### config.mk
export PLATFORM = sky130hd
export DESIGN_NAME = fsc_top
export DESIGN_NICKNAME = d
export VERILOG_FILES = /design/src/fsc_pkg.sv /design/src/fsc_fuse_bank.sv /design/src/fsc_top.sv
export VERILOG_INCLUDE_DIRS = /design/src
export SDC_FILE = /design/constraint.sdc
export NUM_CORES = 2
export LEC_CHECK = 0
export ABC_AREA = 1
export BUFFER_PORTS_ARGS = -buffer_cell sky130_fd_sc_hd__buf_2
export CELL_PAD_IN_SITES_DETAIL_PLACEMENT = 1
export CELL_PAD_IN_SITES_GLOBAL_PLACEMENT = 1
export CORE_AREA = 5 5 433 435
export DETAILED_ROUTE_END_ITERATION = 10
export DIE_AREA = 0 0 438 440
export PLACE_DENSITY = 0.58
export SLEW_MARGIN = 15
export SYNTH_ARGS = -nofsm -noshare
export SYNTH_HDL_FRONTEND = slang
export SYNTH_SLANG_ARGS = --single-unit
### constraint.sdc
create_clock -name mclk_in -period 2.2 [get_ports mclk_in]
set_clock_uncertainty 0.15 [all_clocks]
set_input_delay 0.44 -clock mclk_in [delete_from_list [all_inputs] [get_ports mclk_in]]
set_output_delay 0.44 -clock mclk_in [all_outputs]
set_load 0.01 [all_outputs]
### src/fsc_params.svh
`ifndef FSC_PARAMS_SVH
`define FSC_PARAMS_SVH

// Fuse array widths.
`define FSC_KEY_W        256
`define FSC_USER_W       32
`define FSC_USER_LOW_W   8
`define FSC_CTRL_W       6

// Control word bit positions.
`define FSC_FORCE_KEY_BIT   0
`define FSC_PR_BLOCK_BIT    1
`define FSC_KU_WLOCK_BIT    2
`define FSC_KEY_RLOCK_BIT   3
`define FSC_USER_RLOCK_BIT  4
`define FSC_CTRL_WLOCK_BIT  5

// Value of a blank fuse array.
`define FSC_CTRL_RESET   6'h00
`define FSC_USER_RESET   32'h0000_0000

// Mask that keeps the upper user bits, which a separate user program may burn.
`define FSC_USER_HI_MASK 32'hffff_ff00

// Timing: clock rate in Hz and fuse burn time in microseconds.
`define FSC_CLK_HZ       10000000
`define FSC_BURN_US      10
`define FSC_US_CYCLES    ((`FSC_CLK_HZ) / 1000000)

`endif

### src/fsc_pkg.sv
package fsc_pkg;

  // Commands on the fuse access port.
  typedef enum logic [2:0] {
    FSC_CMD_PROG_KEY  = 3'h0,
    FSC_CMD_PROG_USER = 3'h1,
    FSC_CMD_PROG_CTRL = 3'h2,
    FSC_CMD_READ_KEY  = 3'h3,
    FSC_CMD_READ_USER = 3'h4,
    FSC_CMD_READ_CTRL = 3'h5
  } fsc_cmd_t;

  // Sequencer states.
  typedef enum logic [0:0] {
    FSC_ST_IDLE,
    FSC_ST_BURN
  } fsc_state_t;

endpackage

### src/fsc_fuse_bank.sv
`timescale 1ns/1ns

// One array of one-time-programmable bits; a burn can only set bits.
module fsc_fuse_bank #(
  parameter int WIDTH = 32
) (
  input  wire logic             mclk_in,
  input  wire logic             reset_n_in,
  input  wire logic             burn_in,
  input  wire logic [WIDTH-1:0] burn_mask_in,
  output logic      [WIDTH-1:0] fuse_out
);

  logic [WIDTH-1:0] fuse_q;  // Fuse state, one flop per bit.
  logic [WIDTH-1:0] fuse_d;  // Next fuse state.

  genvar i;
  generate
    for (i = 0; i < WIDTH; i++) begin : g_bit
      // A bit only ever goes from blank to set; a zero in the mask leaves it alone.
      always_comb begin
        fuse_d[i] = fuse_q[i] | (burn_in & burn_mask_in[i]);  // RQ10
      end
    end
  endgenerate

  // Register the fuse bits; reset stands for the blank part at power-up.
  always_ff @(posedge mclk_in) begin
    if (!reset_n_in) begin
      fuse_q <= '0;
    end else begin
      fuse_q <= fuse_d;
    end
  end

  assign fuse_out = fuse_q;

endmodule

### src/fsc_top.sv
// Summary of operation
// RQ1: Stored-key lock forbids any external decryption key.
// RQ2: Partial reconfiguration lock rejects every attempt.
// RQ3: Key/user write lock ignores key and user programming.
// RQ4: Key read lock blocks key readback.
// RQ5: User read lock blocks user word readback.
// RQ6: Control write lock freezes the control word.
// RQ7: Key programming also burns user low byte; the code burns it only when a pattern is given and the byte is still open.
// RQ8: Key burned without low byte locks it.
// RQ9: Upper 24 user bits programmable later too.
// RQ10: Programming only sets fuse bits, never clears.
`timescale 1ns/1ns
`include "fsc_params.svh"

module fsc_top #(
  parameter int KEY_W   = `FSC_KEY_W,
  parameter int USER_W  = `FSC_USER_W,
  parameter int CTRL_W  = `FSC_CTRL_W,
  parameter int BURN_US = `FSC_BURN_US
) (
  input  wire logic              mclk_in,
  input  wire logic              reset_n_in,
  input  wire logic              cmd_valid_in,
  input  wire logic [2:0]        cmd_op_in,
  input  wire logic [KEY_W-1:0]  key_data_in,
  input  wire logic [USER_W-1:0] user_data_in,
  input  wire logic              user_low_given_in,
  input  wire logic [CTRL_W-1:0] ctrl_data_in,
  input  wire logic              ext_key_sel_in,
  input  wire logic [KEY_W-1:0]  ext_key_in,
  input  wire logic              pr_req_in,
  output logic                   cmd_ready_out,
  output logic                   cmd_done_out,
  output logic                   cmd_refused_out,
  output logic [KEY_W-1:0]       rd_key_out,
  output logic [USER_W-1:0]      rd_word_out,
  output logic [KEY_W-1:0]       decrypt_key_out,
  output logic                   key_src_refused_out,
  output logic                   pr_grant_out,
  output logic                   pr_reject_out,
  output logic [CTRL_W-1:0]      ctrl_word_out
);

  // Cycles in one microsecond, and the last divider count and the last burn count (burn length in microseconds minus one).
  localparam int US_CYCLES = `FSC_US_CYCLES;
  localparam logic [15:0] US_LAST   = 16'(US_CYCLES - 1);
  localparam logic [15:0] BURN_LAST = 16'(BURN_US - 1);

  // Fuse contents seen from the fuse banks.
  logic [KEY_W-1:0]  key_fuse;          // Stored encryption key.
  logic [USER_W-1:0] user_fuse;         // User word.
  logic [CTRL_W-1:0] ctrl_fuse;         // Control word of lock bits.
  logic              low_lock_fuse;     // Set once the user low byte is closed.

  // Sequencer state.
  fsc_pkg::fsc_state_t state_q;         // Current state.
  fsc_pkg::fsc_state_t state_d;         // Next state.
  logic [15:0]       us_cnt_q;          // Divider count inside one microsecond.
  logic [15:0]       us_cnt_d;          // Next divider count.
  logic [15:0]       burn_cnt_q;        // Microseconds of burn elapsed.
  logic [15:0]       burn_cnt_d;        // Next burn count.
  logic              us_tick;           // One-cycle enable each microsecond.
  // Burn masks held for the length of a burn.
  logic [KEY_W-1:0]  pend_key_q;        // Key bits to set.
  logic [KEY_W-1:0]  pend_key_d;        // Next key mask.
  logic [USER_W-1:0] pend_user_q;       // User bits to set.
  logic [USER_W-1:0] pend_user_d;       // Next user mask.
  logic [CTRL_W-1:0] pend_ctrl_q;       // Control bits to set.
  logic [CTRL_W-1:0] pend_ctrl_d;       // Next control mask.
  logic              pend_low_lock_q;   // Close the user low byte.
  logic              pend_low_lock_d;   // Next low byte close.
  logic              burn;              // Fuse burn strobe at the end of a burn.
  // Access port answers.
  logic              ready_q;           // Port accepts a command.
  logic              ready_d;           // Next ready.
  logic              done_q;            // Command completed.
  logic              done_d;            // Next done.
  logic              refused_q;         // Command refused by a lock or as an unknown code.
  logic              refused_d;         // Next refused.
  logic [KEY_W-1:0]  rd_key_q;          // Key read result.
  logic [KEY_W-1:0]  rd_key_d;          // Next key read result.
  logic [USER_W-1:0] rd_word_q;         // User or control read result.
  logic [USER_W-1:0] rd_word_d;         // Next word read result.
  // Security outputs toward the configuration logic.
  logic [KEY_W-1:0]  dec_key_q;         // Key handed to the decryptor.
  logic [KEY_W-1:0]  dec_key_d;         // Next decryptor key.
  logic              key_ref_q;         // External key request refused.
  logic              key_ref_d;         // Next key refusal.
  logic              pr_grant_q;        // Partial reconfiguration allowed.
  logic              pr_grant_d;        // Next grant.
  logic              pr_reject_q;       // Partial reconfiguration rejected.
  logic              pr_reject_d;       // Next reject.
  logic [CTRL_W-1:0] ctrl_out_q;        // Registered copy of the control word.
  // Test one lock bit of the control word.
  function automatic logic lock_set(input logic [CTRL_W-1:0] ctrl, input int pos);
    lock_set = ctrl[pos];
  endfunction

  // Fuse arrays.
  fsc_fuse_bank #(.WIDTH(KEY_W)) u_key (.mclk_in(mclk_in), .reset_n_in(reset_n_in),
    .burn_in(burn), .burn_mask_in(pend_key_q), .fuse_out(key_fuse));
  fsc_fuse_bank #(.WIDTH(USER_W)) u_user (.mclk_in(mclk_in), .reset_n_in(reset_n_in),
    .burn_in(burn), .burn_mask_in(pend_user_q), .fuse_out(user_fuse));
  fsc_fuse_bank #(.WIDTH(CTRL_W)) u_ctrl (.mclk_in(mclk_in), .reset_n_in(reset_n_in),
    .burn_in(burn), .burn_mask_in(pend_ctrl_q), .fuse_out(ctrl_fuse));
  fsc_fuse_bank #(.WIDTH(1)) u_low_lock (.mclk_in(mclk_in), .reset_n_in(reset_n_in),
    .burn_in(burn), .burn_mask_in(pend_low_lock_q), .fuse_out(low_lock_fuse));

  // Microsecond divider runs only during a burn so the burn length is exact.
  assign us_tick = (state_q == fsc_pkg::FSC_ST_BURN) && (us_cnt_q == US_LAST);
  // The fuses are burned in the cycle the last microsecond ends.
  assign burn = us_tick && (burn_cnt_q == BURN_LAST);

  // Command decode, lock checks and burn sequencing.
  always_comb begin
    state_d         = state_q;
    us_cnt_d        = us_cnt_q;
    burn_cnt_d      = burn_cnt_q;
    pend_key_d      = pend_key_q;
    pend_user_d     = pend_user_q;
    pend_ctrl_d     = pend_ctrl_q;
    pend_low_lock_d = pend_low_lock_q;
    ready_d         = ready_q;
    done_d          = 1'b0;
    refused_d       = 1'b0;
    rd_key_d        = rd_key_q;
    rd_word_d       = rd_word_q;
    case (state_q)
      fsc_pkg::FSC_ST_IDLE: begin
        // A command is taken only while the port is ready.
        if (cmd_valid_in && ready_q) begin
          case (fsc_pkg::fsc_cmd_t'(cmd_op_in))
            fsc_pkg::FSC_CMD_PROG_KEY: begin
              if (lock_set(ctrl_fuse, `FSC_KU_WLOCK_BIT)) begin
                refused_d = 1'b1;  // RQ3
              end else begin
                pend_key_d  = key_data_in;
                // Upper user bits may ride along with the key.
                pend_user_d = user_data_in & `FSC_USER_HI_MASK;  // RQ9
                // Low byte burns with the key when a pattern is given and still open.
                if (user_low_given_in && !low_lock_fuse) begin
                  pend_user_d[`FSC_USER_LOW_W-1:0] = user_data_in[`FSC_USER_LOW_W-1:0];  // RQ7
                end
                // Low byte can never be burned again after any key burn.
                pend_low_lock_d = 1'b1;  // RQ8
                pend_ctrl_d     = '0;
                state_d         = fsc_pkg::FSC_ST_BURN;
                ready_d         = 1'b0;
              end
            end
            fsc_pkg::FSC_CMD_PROG_USER: begin
              if (lock_set(ctrl_fuse, `FSC_KU_WLOCK_BIT)) begin
                refused_d = 1'b1;  // RQ3
              end else begin
                // A separate user burn reaches only the upper 24 bits.
                pend_key_d      = '0;
                pend_user_d     = user_data_in & `FSC_USER_HI_MASK;  // RQ9
                pend_ctrl_d     = '0;
                pend_low_lock_d = 1'b0;
                state_d         = fsc_pkg::FSC_ST_BURN;
                ready_d         = 1'b0;
              end
            end
            fsc_pkg::FSC_CMD_PROG_CTRL: begin
              if (lock_set(ctrl_fuse, `FSC_CTRL_WLOCK_BIT)) begin
                refused_d = 1'b1;  // RQ6
              end else begin
                pend_key_d      = '0;
                pend_user_d     = '0;
                pend_ctrl_d     = ctrl_data_in;
                pend_low_lock_d = 1'b0;
                state_d         = fsc_pkg::FSC_ST_BURN;
                ready_d         = 1'b0;
              end
            end
            fsc_pkg::FSC_CMD_READ_KEY: begin
              if (lock_set(ctrl_fuse, `FSC_KEY_RLOCK_BIT)) begin
                refused_d = 1'b1;  // RQ4
              end else begin
                rd_key_d = key_fuse;
                done_d   = 1'b1;
              end
            end
            fsc_pkg::FSC_CMD_READ_USER: begin
              if (lock_set(ctrl_fuse, `FSC_USER_RLOCK_BIT)) begin
                refused_d = 1'b1;  // RQ5
              end else begin
                rd_word_d = user_fuse;
                done_d    = 1'b1;
              end
            end
            fsc_pkg::FSC_CMD_READ_CTRL: begin
              // The control word is always readable, zero-extended.
              rd_word_d = {{(USER_W-CTRL_W){1'b0}}, ctrl_fuse};
              done_d    = 1'b1;
            end
            default: begin
              // Unknown command codes are refused.
              refused_d = 1'b1;
            end
          endcase
        end
      end
      fsc_pkg::FSC_ST_BURN: begin
        // Count microseconds until the burn time has passed.
        if (us_tick) begin
          us_cnt_d   = '0;
          burn_cnt_d = burn_cnt_q + 16'h0001;
        end else begin
          us_cnt_d = us_cnt_q + 16'h0001;
        end
        if (burn) begin
          state_d    = fsc_pkg::FSC_ST_IDLE;
          burn_cnt_d = '0;
          ready_d    = 1'b1;
          done_d     = 1'b1;
        end
      end
      default: begin
        state_d = fsc_pkg::FSC_ST_IDLE;
        ready_d = 1'b1;
      end
    endcase
  end

  // Register the sequencer and port answers.
  always_ff @(posedge mclk_in) begin
    if (!reset_n_in) begin
      state_q         <= fsc_pkg::FSC_ST_IDLE;
      us_cnt_q        <= '0;
      burn_cnt_q      <= '0;
      pend_key_q      <= '0;
      pend_user_q     <= `FSC_USER_RESET;
      pend_ctrl_q     <= `FSC_CTRL_RESET;
      pend_low_lock_q <= 1'b0;
      ready_q         <= 1'b1;
      done_q          <= 1'b0;
      refused_q       <= 1'b0;
      rd_key_q        <= '0;
      rd_word_q       <= '0;
    end else begin
      state_q         <= state_d;
      us_cnt_q        <= us_cnt_d;
      burn_cnt_q      <= burn_cnt_d;
      pend_key_q      <= pend_key_d;
      pend_user_q     <= pend_user_d;
      pend_ctrl_q     <= pend_ctrl_d;
      pend_low_lock_q <= pend_low_lock_d;
      ready_q         <= ready_d;
      done_q          <= done_d;
      refused_q       <= refused_d;
      rd_key_q        <= rd_key_d;
      rd_word_q       <= rd_word_d;
    end
  end

  // Key source selection and partial reconfiguration gating.
  always_comb begin
    if (ext_key_sel_in && !lock_set(ctrl_fuse, `FSC_FORCE_KEY_BIT)) begin
      dec_key_d = ext_key_in;
      key_ref_d = 1'b0;
    end else begin
      // With the stored-key lock an external key is never passed on.
      dec_key_d = key_fuse;  // RQ1
      key_ref_d = ext_key_sel_in;  // RQ1
    end
    pr_grant_d  = pr_req_in && !lock_set(ctrl_fuse, `FSC_PR_BLOCK_BIT);  // RQ2
    pr_reject_d = pr_req_in && lock_set(ctrl_fuse, `FSC_PR_BLOCK_BIT);  // RQ2
  end

  // Register the security outputs.
  always_ff @(posedge mclk_in) begin
    if (!reset_n_in) begin
      dec_key_q   <= '0;
      key_ref_q   <= 1'b0;
      pr_grant_q  <= 1'b0;
      pr_reject_q <= 1'b0;
      ctrl_out_q  <= `FSC_CTRL_RESET;
    end else begin
      dec_key_q   <= dec_key_d;
      key_ref_q   <= key_ref_d;
      pr_grant_q  <= pr_grant_d;
      pr_reject_q <= pr_reject_d;
      ctrl_out_q  <= ctrl_fuse;
    end
  end

  assign cmd_ready_out       = ready_q;
  assign cmd_done_out        = done_q;
  assign cmd_refused_out     = refused_q;
  assign rd_key_out          = rd_key_q;
  assign rd_word_out         = rd_word_q;
  assign decrypt_key_out     = dec_key_q;
  assign key_src_refused_out = key_ref_q;
  assign pr_grant_out        = pr_grant_q;
  assign pr_reject_out       = pr_reject_q;
  assign ctrl_word_out       = ctrl_out_q;

endmodule

==> summary.md <==
| Metric | Value |
|---|---|
| Outcome | `finished clean` |
| Fillers | `21.8k` |
| Register bit total from synthesis | `approximately 1.2k` |
| Max-Cap Viols | `0` |
| Slew of the pin with the lowest slew margin | `~0.91 ns` |
| Max-slew violation count | `0` |
| Comb pwr share | `0.092` |
| H-tree depth | `4` |
| CP max stage delay | `roughly 0.5 ns` |
| Critical-path top delay cell | `dfxtp_1` |
| Drt total wl | `about 200000 um` |
| Final Net Count | `7243` |
| Clk pin slew, worst setup/hold paths | `around 0.05 ns` |
| Drt pass-1 iters | `7` |
| Detailed placement HPWL | `149000 um` |
| Antenna Violating Nets Remaining | `0` |
| Initial Util | `0.222` |
| RSZ-0062 raised after global routing | `yes` |
| Top-level port count | `between 1k and 1.5k` |
| Sw Ratio | `0.252` |
| Synth cell count leaders | `dfxtp_1, a21oi_1, nand2_1` |
| Sequential share of the synthesized area | `0.581` |
| CTS root buffer | `clkbuf_16` |
| Yosys top cell area share | `0.581` |
| Via-to-Cell Ratio | `~4.4` |
| Fin cells | `9197` |
| Routability congestion estimate | `0.927` |
| Site Rows | `157` |
| Worst-path cell chain | `buf_2` |
| Critical path data arrival time | `between 1.5 and 2 ns` |
| Synth warnings | `0` |
| Most used DFF post-synth | `dfxtp_1` |
| CP Capture Type | `output port` |
| Int Pwr | `37.3 mW` |
| Hold Path Class | `input port to flip-flop` |
| Synthesized area per cell | `a little over 8 um^2` |
| Top delay family on crit path | `flip-flops` |
| Post-Syn Nets | `around 5.5k` |
| Die area | `193000 um^2` |
| Die Y | `approximately 440 um` |
| Die Width | `roughly 440 um` |
| Largest net degree at the start of global routing | `95` |
| First-pass GRT wire length | `approximately 280000 um` |
| Area grow syn2layout | `48.9%` |
| Max transition margin | `0.384` |
| Num Clock Sinks | `1179` |
| Final hold vios | `0` |
| Sequential share of power | `0.448` |
| Reg area | `between 20000 and 25000 um^2` |
| Sw power | `about 13 mW` |
| Maximum clock path buffer count | `3` |
| Final Critical Period | `about 2.1 ns` |
| Iter 0 DRT Violations | `about 2.4k` |
| Share of cells above drive strength 1 | `0.236` |
| PortBufs | `about 1.1k` |
| Maximum vdd ir drop | `between 0.5 and 0.6 mV` |
| Syn Inst Count | `4973` |
| Total power | `about 50 mW` |
| Buf+Inv Stages, Crit Path | `1` |
| Setup violations, final | `0` |
| CP Data Required Time | `about 1.6 ns` |
| Largest cells by area after synthesis | `dfxtp_1, a21oi_1, nand2_1` |
| Core ar. | `around 180000 um^2` |
| Antenna violations before repair | `39` |
| Number of flops mapped to enable cells by yosys | `0` |
| GRT Total Usage | `0.197` |
| CTS Buf Count | `139` |
| Fin crit share | `0.961` |
| Multi-input gate area | `around 13000 um^2` |
| CTS tree | `built` |
| Vias in the first global route | `between 40k and 50k` |
| # DRC | `0` |
| Critical path type | `flip-flop to output port` |
| Total grt overflow | `0` |
| Worst skew pair latency | `roughly 0.8 ns` |
| Post-synth ARST share | `0` |
| Lkg Pwr | `between 20 and 25 nW` |
| Via count | `40.7k` |
| Syn Std Cell Area | `roughly 40000 um^2` |
| Post-synth top area cell | `dfxtp_1` |
| Most common cell in the netlist | `dfxtp_1` |
| Crit-path max FO | `2` |
| Post-DR wirelength/cell | `between 20 and 25 um` |
| Cell Pwr Density | `approximately 800 nW/um^2` |
| Fmax | `about 470 MHz` |
| Setup crit start kind | `flip-flop` |
| Placed instance count | `between 8k and 9k` |
| Unique masters post-synth | `39` |
| Clock share of power | `0.459` |
[cell type report]
| class | count | share of cell area |
|---|---|---|
| Clock inverter | 34 | 0.00628 |
| Timing Repair Buffer | 1916 | 0.231 |
| Inverter | 508 | 0.0319 |
| Sequential cell | 1179 | 0.390 |
| Antenna cell | 31 | 0.00128 |
| Clock buffer | 208 | 0.0676 |
| Multi-Input combinational cell | 2936 | 0.222 |
| Tap cell | 2385 | 0.0493 |
[cells in the final DEF, fill, tap and decap left out, types with 8 or more instances in the layout]
cell	n
diode_2	31
nand4_1	18
a21oi_1	1062
o21ai_1	90
a21oi_2	8
inv_1	498
clkbuf_16	146
clkinv_2	18
nand3_1	78
nor2_1	299
dfxtp_1	1177
o21ai_0	451
buf_4	166
nand3b_1	8
nand2_1	877
dlygate4sd3_1	558
buf_12	67
clkbuf_8	29
buf_2	1112
clkbuf_1	37
[worst reg2reg max path, delay by kind of cell (launching register included)]
kind,cells,cell delay (ns)
buffers and inverters,5,0.62
and+or+nand+nor,6,0.62
DFF,1,0.31
adders and majority gates,1,0.17
AOI/OAI and AO/OA,1,0.14
[worst paths after layout]
check                         startpoint                        endpoint  slack (ns)  cells past startpoint
max          rd_key_out[39]$_SDFFE_PN0P_                  rd_key_out[39]        0.08                      1
min                         cmd_op_in[1]    pend_user_q[31]$_SDFFE_PN0P_        0.09                      4
max reg2reg     us_cnt_q[1]$_SDFFE_PN0P_  u_key.fuse_out[110]$_SDFF_PN0_        0.13                     13
min reg2reg  rd_key_out[43]$_SDFFE_PN0P_     rd_key_out[43]$_SDFFE_PN0P_        0.29                      2
[registers in the layout, summed over array words and instances, names as in the netlist, 6 cells and up]
signal,cells
burn_cnt_q,16
ctrl_word_out,6
decrypt_key_out,256
pend_ctrl_q,6
pend_key_q,256
pend_user_q,32
rd_key_out,256
rd_word_out,32
u_ctrl.fuse_out,6
u_key.fuse_out,256
u_user.fuse_out,32
us_cnt_q,16
[stage by stage]
stage | instance area, um^2 | worst slack [ns] | TNS [ns] | hold WS, ns | utilization
after floorplan | 40600 | 0.384 | 0 | 0.270 | -
after global placement | 50100 | -0.0899 | -0.617 | 0.279 | 0.274
after detailed placement | 50100 | -0.143 | -3.99 | 0.282 | 0.274
after CTS | 60200 | 0.00372 | 0 | 0.0260 | 0.329
after global routing | 60500 | -0.0309 | -0.296 | 0.0659 | 0.331
final | 60500 | 0.0848 | 0 | 0.0915 | 0.331
[logic make-up after synthesis]
kind of cell | Yosys count | synth area share
flops | 1179 | 0.581
fa+ha+maj | 4 | 0.00123
xor+xnor | 3 | 0.000647
buf+inv | 858 | 0.0897
simple gates | 1304 | 0.127
compound gates | 1625 | 0.201
[power by group through the flow]
stage / clock network [mW] / registers, mW / logic [mW]
6_report: 22.9 / 22.3 / 4.60
5_1_grt: 24.4 / 22.4 / 4.96
4_1_cts: 23.5 / 22.3 / 4.61
3_5_place_dp: 0 / 22.8 / 3.71
3_3_place_gp: 0 / 22.8 / 3.68
2_1_floorplan: 0 / 22.9 / 1.43
[per-layer routing]
metal  GRT usage  share of wire  vias to the layer above
met5           0        0.00053                        -
met4      0.0723          0.036                       16
met3      0.0435          0.052                      364
met2       0.337           0.49                     1006
met1       0.242           0.42                    19700
li1            -              -                    19600
[timing repair]
item | in CTS | in global routing
endpoints found under the hold margin | 562 | 0
pin swaps | 0 | 1
hold buffers | 558 | 0
setup endpoints to repair | 3 | 181
gates cloned | 0 | 4
setup buffers | 0 | 9
resized for setup | 3 | 20
No activity file was read; power rests on OpenSTA's default activity.
